==> config.mk <==
export PLATFORM = sky130hd
export DESIGN_NAME = bc_block_status_word
export DESIGN_NICKNAME = d
export VERILOG_FILES = /design/src/design/bsw_pkg.sv /design/src/design/bc_block_status_word.sv
export SDC_FILE = /design/constraint.sdc
export NUM_CORES = 1
export LEC_CHECK = 0
export ABC_AREA = 1
export BUFFER_PORTS_ARGS = -buffer_cell sky130_fd_sc_hd__buf_2
export CORE_UTILIZATION = 37
export DETAILED_ROUTE_END_ITERATION = 10
export PLACE_DENSITY = 0.82
export SYNTH_ARGS = -nofsm -noshare
export SYNTH_HDL_FRONTEND = slang
export SYNTH_SLANG_ARGS = --single-unit
==> constraint.sdc <==
create_clock -name clk -period 1.3 [get_ports clk]
set_input_delay 0.13 -clock clk [delete_from_list [all_inputs] [get_ports clk]]
set_output_delay 0.13 -clock clk [all_outputs]
set_load 0.02 [all_outputs]
==> src/design/bsw_pkg.sv <==
package bsw_pkg;
    // Bit positions inside the block status word
    localparam int unsigned DONE_BIT = 15;
    localparam int unsigned ACTIVE_BIT = 14;
    localparam int unsigned BUS_BIT = 13;
    localparam int unsigned MISMATCH_BIT = 12;
    // Format check enable sits at this bit of the controller configuration
    localparam int unsigned FMT_CHECK_BIT = 13;
    // Control word format flag positions
    localparam int unsigned CW_MODE_BIT = 2;
    localparam int unsigned CW_RTRT_BIT = 1;
    localparam int unsigned CW_BCST_BIT = 0;
    // Command word fields
    localparam int unsigned CMD_ADDR_HI = 15;
    localparam int unsigned CMD_ADDR_LO = 11;
    localparam int unsigned CMD_SUB_HI = 9;
    localparam int unsigned CMD_SUB_LO = 5;
    localparam logic [4:0] BCAST_ADDR = 5'h1F;
    localparam logic [4:0] MODE_SUB_A = 5'h00;
    localparam logic [4:0] MODE_SUB_B = 5'h1F;
    localparam logic [15:0] WORD_RESET = 16'h0000;
    // Low status bits owned by other logic and passed through as they are
    localparam logic [15:0] OTHER_MASK = 16'h0FFF;
    localparam logic [31:0] TAG_RESET = 32'h00000000;
    // Sequencer states, Gray coded along idle, run, write
    typedef enum logic [1:0]
    {
        ST_IDLE = 2'b00,
        ST_RUN = 2'b01,
        ST_WRITE = 2'b11
    } bsw_state_t;
endpackage : bsw_pkg

==> src/design/bc_block_status_word.sv <==
// Summary of operation
// - Set done flag at every message end
// - Capture time tag when done flag sets
// - Active flag set at start, cleared end
// - Capture time tag on active set, clear
// - Bus flag one for bus B, zero A
// - Write finished status word to RAM
// - Check format only when enable bit set
// - Compare control flags against command words
// - Mismatch sets the format mismatch flag
// - All four flags reset to zero
`timescale 1ns/1ps
module bc_block_status_word
(
    input wire logic clk, // 20 MHz system clock
    input wire logic rst, // Synchronous reset, active high
    input wire logic msg_start, // One-cycle pulse, message begins
    input wire logic msg_end, // One-cycle pulse, message ends
    input wire logic on_bus_b, // Level, message runs on bus B
    input wire logic [15:0] bc_config, // Controller configuration register
    input wire logic [15:0] control_word, // Message control word
    input wire logic [15:0] cmd_word_1, // First command word
    input wire logic [15:0] cmd_word_2, // Second command word, RT-RT only
    input wire logic [31:0] time_tag, // Live time-tag count
    input wire logic [15:0] other_status, // Status bits 11..0 from elsewhere
    output logic [15:0] status_word, // Live block status word
    output logic [31:0] tag_snapshot, // Captured time tag
    output logic tag_write, // Pulse, write snapshot to RAM
    output logic word_write, // Pulse, write status word to RAM
    output logic [15:0] ram_wdata // Word for the RAM write
);
    import bsw_pkg::*;

    // Timing of one message, counted in clock edges:
    //   c0    start pulse taken; flags open and the time tag is caught
    //   c1    tag strobe with the start snapshot; flags show active
    //   c2    live word shows active and the bus of this message
    //   cN    end pulse taken; done sets, active clears, tag caught again
    //   cN+1  tag strobe with the end snapshot; sequencer in write state
    //   cN+2  word strobe with the finished word; live word shows done
    // A new start is taken from cN+2 on, once the sequencer is idle again.
    //
    // The bus flag and the mismatch flag are frozen at the start edge, so
    // the inputs that feed them only need to be valid with the start pulse.
    // The low twelve bits are not latched here: they must already hold the
    // final status of the message by the time the word is stored.
    //
    // Limitation: a second start that comes while a message runs is lost
    // without trace; the sequencer that drives this block must not do it.
    // Trade-off: the stored word waits one extra cycle after the end so
    // that it is built from settled flags rather than from the end pulse.

    // Sequencer state and its next value
    bsw_state_t state;
    bsw_state_t next_state;

    // The four flags owned here; lower bits are passed through untouched
    logic done_flag;
    logic active_flag;
    logic bus_flag;
    logic mismatch_flag;

    // Does a command word address every terminal
    function automatic logic is_bcast(input logic [15:0] cw);
        is_bcast = (cw[CMD_ADDR_HI:CMD_ADDR_LO] == BCAST_ADDR);
    endfunction : is_bcast

    // Does a command word carry a mode code; both subaddress encodings count
    function automatic logic is_mode(input logic [15:0] cw);
        is_mode = (cw[CMD_SUB_HI:CMD_SUB_LO] == MODE_SUB_A)
            || (cw[CMD_SUB_HI:CMD_SUB_LO] == MODE_SUB_B);
    endfunction : is_mode

    // Lay the owned flags over the passed-in low bits
    function automatic logic [15:0] pack_word
    (
        input logic done,
        input logic active,
        input logic bus,
        input logic mismatch,
        input logic [15:0] other
    );
        pack_word = other & OTHER_MASK;
        pack_word[DONE_BIT] = done;
        pack_word[ACTIVE_BIT] = active;
        pack_word[BUS_BIT] = bus;
        pack_word[MISMATCH_BIT] = mismatch;
    endfunction : pack_word

    // Format check switch, sampled only on the start edge
    wire logic check_on = bc_config[FMT_CHECK_BIT];

    // What the control word claims about the message
    wire logic want_mode = control_word[CW_MODE_BIT];
    wire logic want_rtrt = control_word[CW_RTRT_BIT];
    wire logic want_bcst = control_word[CW_BCST_BIT];

    // What the command words actually say
    wire logic cmd1_mode = is_mode(cmd_word_1);
    wire logic cmd1_bcst = is_bcast(cmd_word_1);
    wire logic cmd2_mode = is_mode(cmd_word_2);

    // Mode and broadcast are judged on the first command only; the second
    // command of an RT-RT pair is looked at just for a stray mode code
    wire logic mode_bad = want_mode != cmd1_mode;
    wire logic bcst_bad = want_bcst != cmd1_bcst;
    wire logic rtrt_bad = want_rtrt && cmd2_mode;

    // With the check off the flag stays clear instead of holding a stale result
    wire logic any_bad = mode_bad || bcst_bad || rtrt_bad;
    wire logic format_bad = check_on && any_bad;

    // State decode
    wire logic in_idle = (state == ST_IDLE);
    wire logic in_run = (state == ST_RUN);
    wire logic in_write = (state == ST_WRITE);

    // Pulses only count in the state that expects them; strays are dropped
    // so that a stray start cannot reopen a message during the store
    wire logic starting = in_idle && msg_start;
    wire logic ending = in_run && msg_end;

    // The time tag is caught on both edges of the active flag
    wire logic capture_tag = starting || ending;

    // Next flag values; a start opens a fresh message, an end closes it
    wire logic next_done = starting ? 1'b0 : (ending ? 1'b1 : done_flag);
    wire logic next_active = starting ? 1'b1 : (ending ? 1'b0 : active_flag);
    wire logic next_bus = starting ? on_bus_b : bus_flag;
    wire logic next_mismatch = starting ? format_bad : mismatch_flag;

    // Word as the flags stand now; in the write state done is set, active clear
    wire logic [15:0] next_status = pack_word(done_flag, active_flag, bus_flag,
        mismatch_flag, other_status);

    // Sequencer: a start while busy is ignored, an end only counts in run
    always_comb
    begin
        next_state = state;
        case (state)
            ST_IDLE:
            begin
                if (msg_start)
                begin
                    next_state = ST_RUN;
                end
            end
            ST_RUN:
            begin
                if (msg_end)
                begin
                    next_state = ST_WRITE;
                end
            end
            ST_WRITE:
            begin
                next_state = ST_IDLE;
            end
            default:
            begin
                next_state = ST_IDLE;
            end
        endcase
    end

    // Sequencer register
    always_ff @(posedge clk)
    begin
        if (rst)
        begin
            state <= ST_IDLE;
        end
        else
        begin
            state <= next_state;
        end
    end

    // One register per flag keeps each process short and each reset
    // value visible at a glance; all four clear together on reset.

    // End-of-message flag, cleared again only by the next start
    always_ff @(posedge clk)
    begin
        if (rst)
        begin
            done_flag <= 1'b0;
        end
        else
        begin
            done_flag <= next_done;
        end
    end

    // Start-of-message flag, high while the message runs
    always_ff @(posedge clk)
    begin
        if (rst)
        begin
            active_flag <= 1'b0;
        end
        else
        begin
            active_flag <= next_active;
        end
    end

    // Bus flag, frozen at the start edge
    always_ff @(posedge clk)
    begin
        if (rst)
        begin
            bus_flag <= 1'b0;
        end
        else
        begin
            bus_flag <= next_bus;
        end
    end

    // Format mismatch flag, frozen at the start edge
    always_ff @(posedge clk)
    begin
        if (rst)
        begin
            mismatch_flag <= 1'b0;
        end
        else
        begin
            mismatch_flag <= next_mismatch;
        end
    end

    // Every output below comes straight from a flip-flop, so the RAM port
    // sees clean strobes; the cost is one cycle of latency on each of them.

    // Live status word, one cycle behind the flags
    always_ff @(posedge clk)
    begin
        if (rst)
        begin
            status_word <= WORD_RESET;
        end
        else
        begin
            status_word <= next_status;
        end
    end

    // Tag strobe, one cycle after the start or end edge
    always_ff @(posedge clk)
    begin
        if (rst)
        begin
            tag_write <= 1'b0;
        end
        else
        begin
            tag_write <= capture_tag;
        end
    end

    // Snapshot holds between captures so the value under the strobe is stable
    always_ff @(posedge clk)
    begin
        if (rst)
        begin
            tag_snapshot <= TAG_RESET;
        end
        else if (capture_tag)
        begin
            tag_snapshot <= time_tag;
        end
    end

    // Word strobe in the cycle after the write state
    always_ff @(posedge clk)
    begin
        if (rst)
        begin
            word_write <= 1'b0;
        end
        else
        begin
            word_write <= in_write;
        end
    end

    // Finished word, built from the settled flags
    always_ff @(posedge clk)
    begin
        if (rst)
        begin
            ram_wdata <= WORD_RESET;
        end
        else if (in_write)
        begin
            ram_wdata <= next_status;
        end
    end
endmodule : bc_block_status_word

==> results of run 1 <==
flip-flops by register name (all words and copies together) (netlist names):
| name | cells |
|---|---|
| tag_snapshot | 32 |
| ram_wdata | 16 |
| status_word | 16 |
| state | 2 |
| active_flag | 1 |
| bus_flag | 1 |
| done_flag | 1 |
| mismatch_flag | 1 |
| tag_write | 1 |
| word_write | 1 |
placed cells by master, fill, tap and decap left out, drive strengths merged:
cell         synthesis  final
a21oi               17     17
dfxtp               72     72
bufinv               0      2
buf                 12    141
nand2               25     25
clkinvlp             0      3
nor2                95     95
o21bai               1      1
o21ai               50     50
nand3                3      3
clkbuf               4     10
dlygate4sd3          0      9
nand3b               2      2
inv                 26     27
cells in the mapped netlist:
library cell	number	area share, %
a21oi_1	17	3.4
buf_2	8	1.6
buf_6	4	1.8
clkbuf_1	4	0.61
dfxtp_1	72	58
inv_1	25	3.8
inv_2	1	0.15
nand2_1	23	3.5
nand2_2	2	0.51
nand3_1	2	0.40
nand3_2	1	0.40
nand3b_1	2	0.61
nor2_1	94	14
nor2_2	1	0.25
o21ai_0	44	8.9
o21ai_1	6	1.2
o21bai_1	1	0.30
cell families after synthesis:
logic type	share of synthesized area [%]
buf+inv	7.99
compound gates	13.9
simple gates	19.9
flops	58.2
metrics by stage:
stage | utilization [%] | instances | cell area, µm² | setup WS [ns]
6_report | 55.5 | 534 | 3550 | 0.119
5_1_grt | 55.5 | 534 | 3550 | 0.00382
4_1_cts | 55.1 | 532 | 3520 | 0.00856
3_5_place_dp | 50.5 | 509 | 3220 | 0.0726
3_3_place_gp | 50.5 | 509 | 3220 | 0.109
2_1_floorplan | - | 307 | 2470 | 0.276
cell type report:
cell class / instances / area, µm² / share of cell area [%]
repair buffers: 150 / 841 / 23.7
multi-input cells: 193 / 841 / 23.7
clock buffers: 10 / 138 / 3.88
inverters: 26 / 97.6 / 2.75
flip-flops and latches: 72 / 1440 / 40.7
well taps: 77 / 96.3 / 2.72
clock inverters: 6 / 91.3 / 2.57
worst max-delay path: stages, from the launching register on:
cell     delay [ns]
dfxtp_1        0.37
inv_1          0.08
nand3_2        0.11
nand2_4        0.10
buf_4          0.19
o21ai_0        0.17
nor2_1         0.05
report_power, final:
part	switching (µW)	internal, µW	leakage (µW)	total [µW]
Clock	833	1140	0.000105	1970
Sequential	62.4	2360	0.000594	2420
Combinational	473	302	0.00119	775
final timing paths:
kind                                                      end  slack, ns  cells after the start
worst max-delay path            tag_snapshot[30]$_SDFFE_PP0P_       0.12                      6
worst min-delay path                    bus_flag$_SDFFE_PP0P_       0.01                      3
worst max register to register  tag_snapshot[30]$_SDFFE_PP0P_       0.12                      6
worst min register to register     status_word[14]$_SDFF_PP0_       0.45                      2
repair_timing:
action | CTS | global route
setup buffers | 0 | 0
gates resized for setup | 0 | 5
hold buffers | 7 | 2
hold endpoints to repair | 7 | 2
setup endpoints to repair | 0 | 41
per-layer routing:
metal  wire [µm]  up-vias
li1            -     1254
met1        2500     1084
met2        2990       88
met3         348       10
met4          91        0
met5           0        -
==> results.cfg, run 1 <==
[placed_design]
io_buffers = 133
gp_congestion = 0.742
hpwl_um = 4140

[clocking]
clkTransAtPathRegs_ns = 0.07
cts.htree.levels = 3
cts_root_buffer = clkbuf_8
numClockSinks = 72
cts_made_buffers = 9
cts_buffer_depth = 2
cts_tree = built
clk_latency_ns = 0.34

[worst_setup_path]
reg2reg_from = state[1]$_SDFFE_PP0P_
endpoint_kind = register
cp.arrival_ns = 1.41
crit_path_start = state[1]$_SDFFE_PP0P_
crit_path_start_kind = register
cp_max_fo = 17
critical_path_class = reg2reg
cp.required_ns = 1.53

[hold_path]
worstHoldStart = on_bus_b
worst_hold_path_type = in2reg

[synth]
ys_seq_elements = 72
synth_cells = 307
syn-cell-area_um2 = 2470
seq_area_frac_synth_pct = 58.2
ys_warn_count = 0
avgSynthCellArea_um2 = 8.06
yosysUniqueCellTypes = 17
synth_fp_nets = 424

[die]
ioPinCount = 183
die_area_um2 = 7020
rows = 29
coreArea_um2 = 6390
die_y_um = 83.8
die_w_um = 83.8
initial_core_util_pct = 38.8

[route]
route.detailed.drc = 0
vias = 2436
wirelength_um = 5930
drt-initial-drc-count = 40
ant_nets = 0
drt_first_pass_iters = 4
routed_via_density = 4.56
wire_per_inst_um = 11.1

[timing]
worst_slew_pin_slew_ns = 0.242
finalCritPeriodShare_pct = 90.8
setup_tns_ns = 0
hold_violations = 0
setup_violations = 0
clock_skew_ns = 0.0127
holdWs_ns = 0.0129
final_max_slew_viol_count = 0
max_slew_margin_pct = 83.7
rsz0062_at_grt = false
period_needed_ns = 1.18
max_freq_mhz = 847

[flow_run]
cap_violations = 0

[global_routing]
grt_max_degree = 34
grt_pass1_wl_um = 9670
use_met2_pct = 30.7
busiest_layer = met2
antenna_found_initial = 0
grt.met3_usage_pct = 6.03
grt-ovfl-total = 0
grtUsageTotal_pct = 17.3
grt_pass1_vias = 2272
globalRouteMet1Util_pct = 18.8

[power_and_ir_drop]
finalPower_uw = 5170
power_per_cell_area_nw_per_um2 = 1460
p_leak_uw = 0.00188
vdd_drop_max_v = 0.000907

[layout]
n_antenna_cell = 0
final_layout_size_suffix_gt1_share_pct = 35.9
syn_to_final_growth_pct = 43.3
fillers = 627
fin_nets = 569

[outcome]
outcome = finished clean
Note: power is estimated with default switching activity, not from simulation.
==> inputs of run 2 (changes only) <==
==> constraint.sdc (replaced) <==
create_clock -name clk -period 1.3 [get_ports clk]
set_input_delay 0.26 -clock clk [delete_from_list [all_inputs] [get_ports clk]]
set_output_delay 0.26 -clock clk [all_outputs]
set_load 0.02 [all_outputs]
==> results.cfg, run 2 (synthesis gave the netlist of run 1 again) <==
[die]
ioPinCount = 183
coreArea_um2 = 6390
die_w_um = 83.8
die_y_um = 83.8
rows = 29
die_area_um2 = 7020
initial_core_util_pct = 38.8

[global_routing]
grt_pass1_wl_um = 9320
grt-ovfl-total = 0
grtUsageTotal_pct = 16.4
grt_max_degree = 34
grt_pass1_vias = 2214
antenna_found_initial = 0

[timing]
worst_slew_pin_slew_ns = 0.220
period_needed_ns = 1.17
setup_violations = 0
final_max_slew_viol_count = 0
max_freq_mhz = 856
clock_skew_ns = 0.0108
rsz0062_at_grt = false
max_slew_margin_pct = 85.2
hold_violations = 0
setup_tns_ns = 0
finalCritPeriodShare_pct = 89.8

[route]
topRoutingLayerUsed = met4
wl_met1_um = 2470
drt-initial-drc-count = 58
wl_met3_um = 351
ant_nets = 0
wl_met2_um = 2780
wirelength_um = 5650
route.detailed.drc = 0
vias = 2344
drt_first_pass_iters = 4
wire_per_inst_um = 10.8
routed_via_density = 4.46

[worst_setup_path]
cp.required_ns = 1.52
crit_path_start = state[1]$_SDFFE_PP0P_
crit_path_start_kind = register
endpoint_kind = register
critical_path_class = reg2reg
cp.arrival_ns = 1.39
reg2reg_from = state[1]$_SDFFE_PP0P_
cp_cell_sequence = inv_1 > nand3_2 > nand2_4 > buf_4 > o21ai_0 > nor2_1
cp_max_fo = 17
cpMaxStageDelayCell = dfxtp_1
cp_slowest_stage_delay_ns = 0.37

[power_and_ir_drop]
vdd_drop_max_v = 0.000812
power_per_cell_area_nw_per_um2 = 1420
p_leak_uw = 0.00184

[clocking]
cts.htree.levels = 3
clkTransAtPathRegs_ns = 0.08
numClockSinks = 72
ctsHoldBuffers = 0
cts_root_buffer = clkbuf_8
cts_buffer_depth = 2
clk_latency_ns = 0.33
cts_tree = built
cts_made_buffers = 9

[layout]
top_regs = tag_snapshot: 32 flops, ram_wdata: 16 flops, status_word: 16 flops
fin_nets = 560
final_util_pct = 53.6
final_cell_mix = buf_2 (133), nor2_1 (94), dfxtp_1 (71)
largest_reg_flops = 32
n_antenna_cell = 0
finalInstanceArea_um2 = 3420
syn_to_final_growth_pct = 38.3
final_layout_size_suffix_gt1_share_pct = 36.4
final_common_cell = buf_2
final_cells = 525
regMostFlops = tag_snapshot

[flow_run]
cap_violations = 0

[hold_path]
worstHoldStart = other_status[7]
worst_hold_path_type = in2reg

[placed_design]
placedCellCount = 509
gp_congestion = 0.743
hpwl_um = 4060
place_area_um2 = 3220
io_buffers = 133

[outcome]
outcome = finished clean
==> run 2: path summary, 6_finish.rpt <==
| check | to | slack [ns] | cells past startpoint |
|---|---|---|---|
| worst max-delay path | tag_snapshot[9]$_SDFFE_PP0P_ | 0.13 | 6 |
| worst min-delay path | status_word[7]$_SDFF_PP0_ | 0.14 | 3 |
| worst max register to register | tag_snapshot[9]$_SDFFE_PP0P_ | 0.13 | 6 |
| worst min register to register | status_word[14]$_SDFF_PP0_ | 0.46 | 2 |
==> run 2: cell type report <==
cell class	instances	area, µm²
Inverter	26	97.6
Fill cell	630	2960
Tap cell	77	96.3
Multi-Input combinational cell	193	841
Sequential cell	72	1440
Clock buffer	9	124
Clock inverter	7	71.3
Timing Repair Buffer	141	751
==> run 2: timing repair <==
action	4_1_cts	5_1_grt
resized for setup	0	6
buffers inserted	0	0
setup endpoints to repair	0	32
==> run 2: worst max-delay path: cells and delay by family, from the launching register on <==
kind                   cells  cell delay [ns]
AND/OR/NAND/NOR            3             0.27
flip-flops                 1             0.37
AO/OA/AOI/OAI              1             0.16
buffers and inverters      2             0.28
==> run 2: report_power, final <==
| part | internal [µW] | leakage, µW | switching (µW) |
|---|---|---|---|
| Clock | 885 | 0.0000916 | 822 |
| Sequential | 2360 | 0.000594 | 60.6 |
| Combinational | 285 | 0.00115 | 467 |
| Total | 3530 | 0.00184 | 1350 |
==> run 2: per-stage QoR <==
step | total power (µW) | hold WS, ns | worst slack [ns]
2_1_floorplan | 2920 | 0.344 | 0.276
3_3_place_gp | 3200 | 0.437 | 0.108
3_5_place_dp | 3220 | 0.437 | 0.0755
4_1_cts | 4940 | 0.123 | 0.0417
5_1_grt | 5130 | 0.128 | 0.00148
6_report | 4880 | 0.135 | 0.132
==> run 2: routing by layer <==
layer  track usage, %  up-vias
met2             29.7       86
met4             5.86        0
met1             17.9     1020
met5                0        -
li1                 -     1233
met3             5.14        5
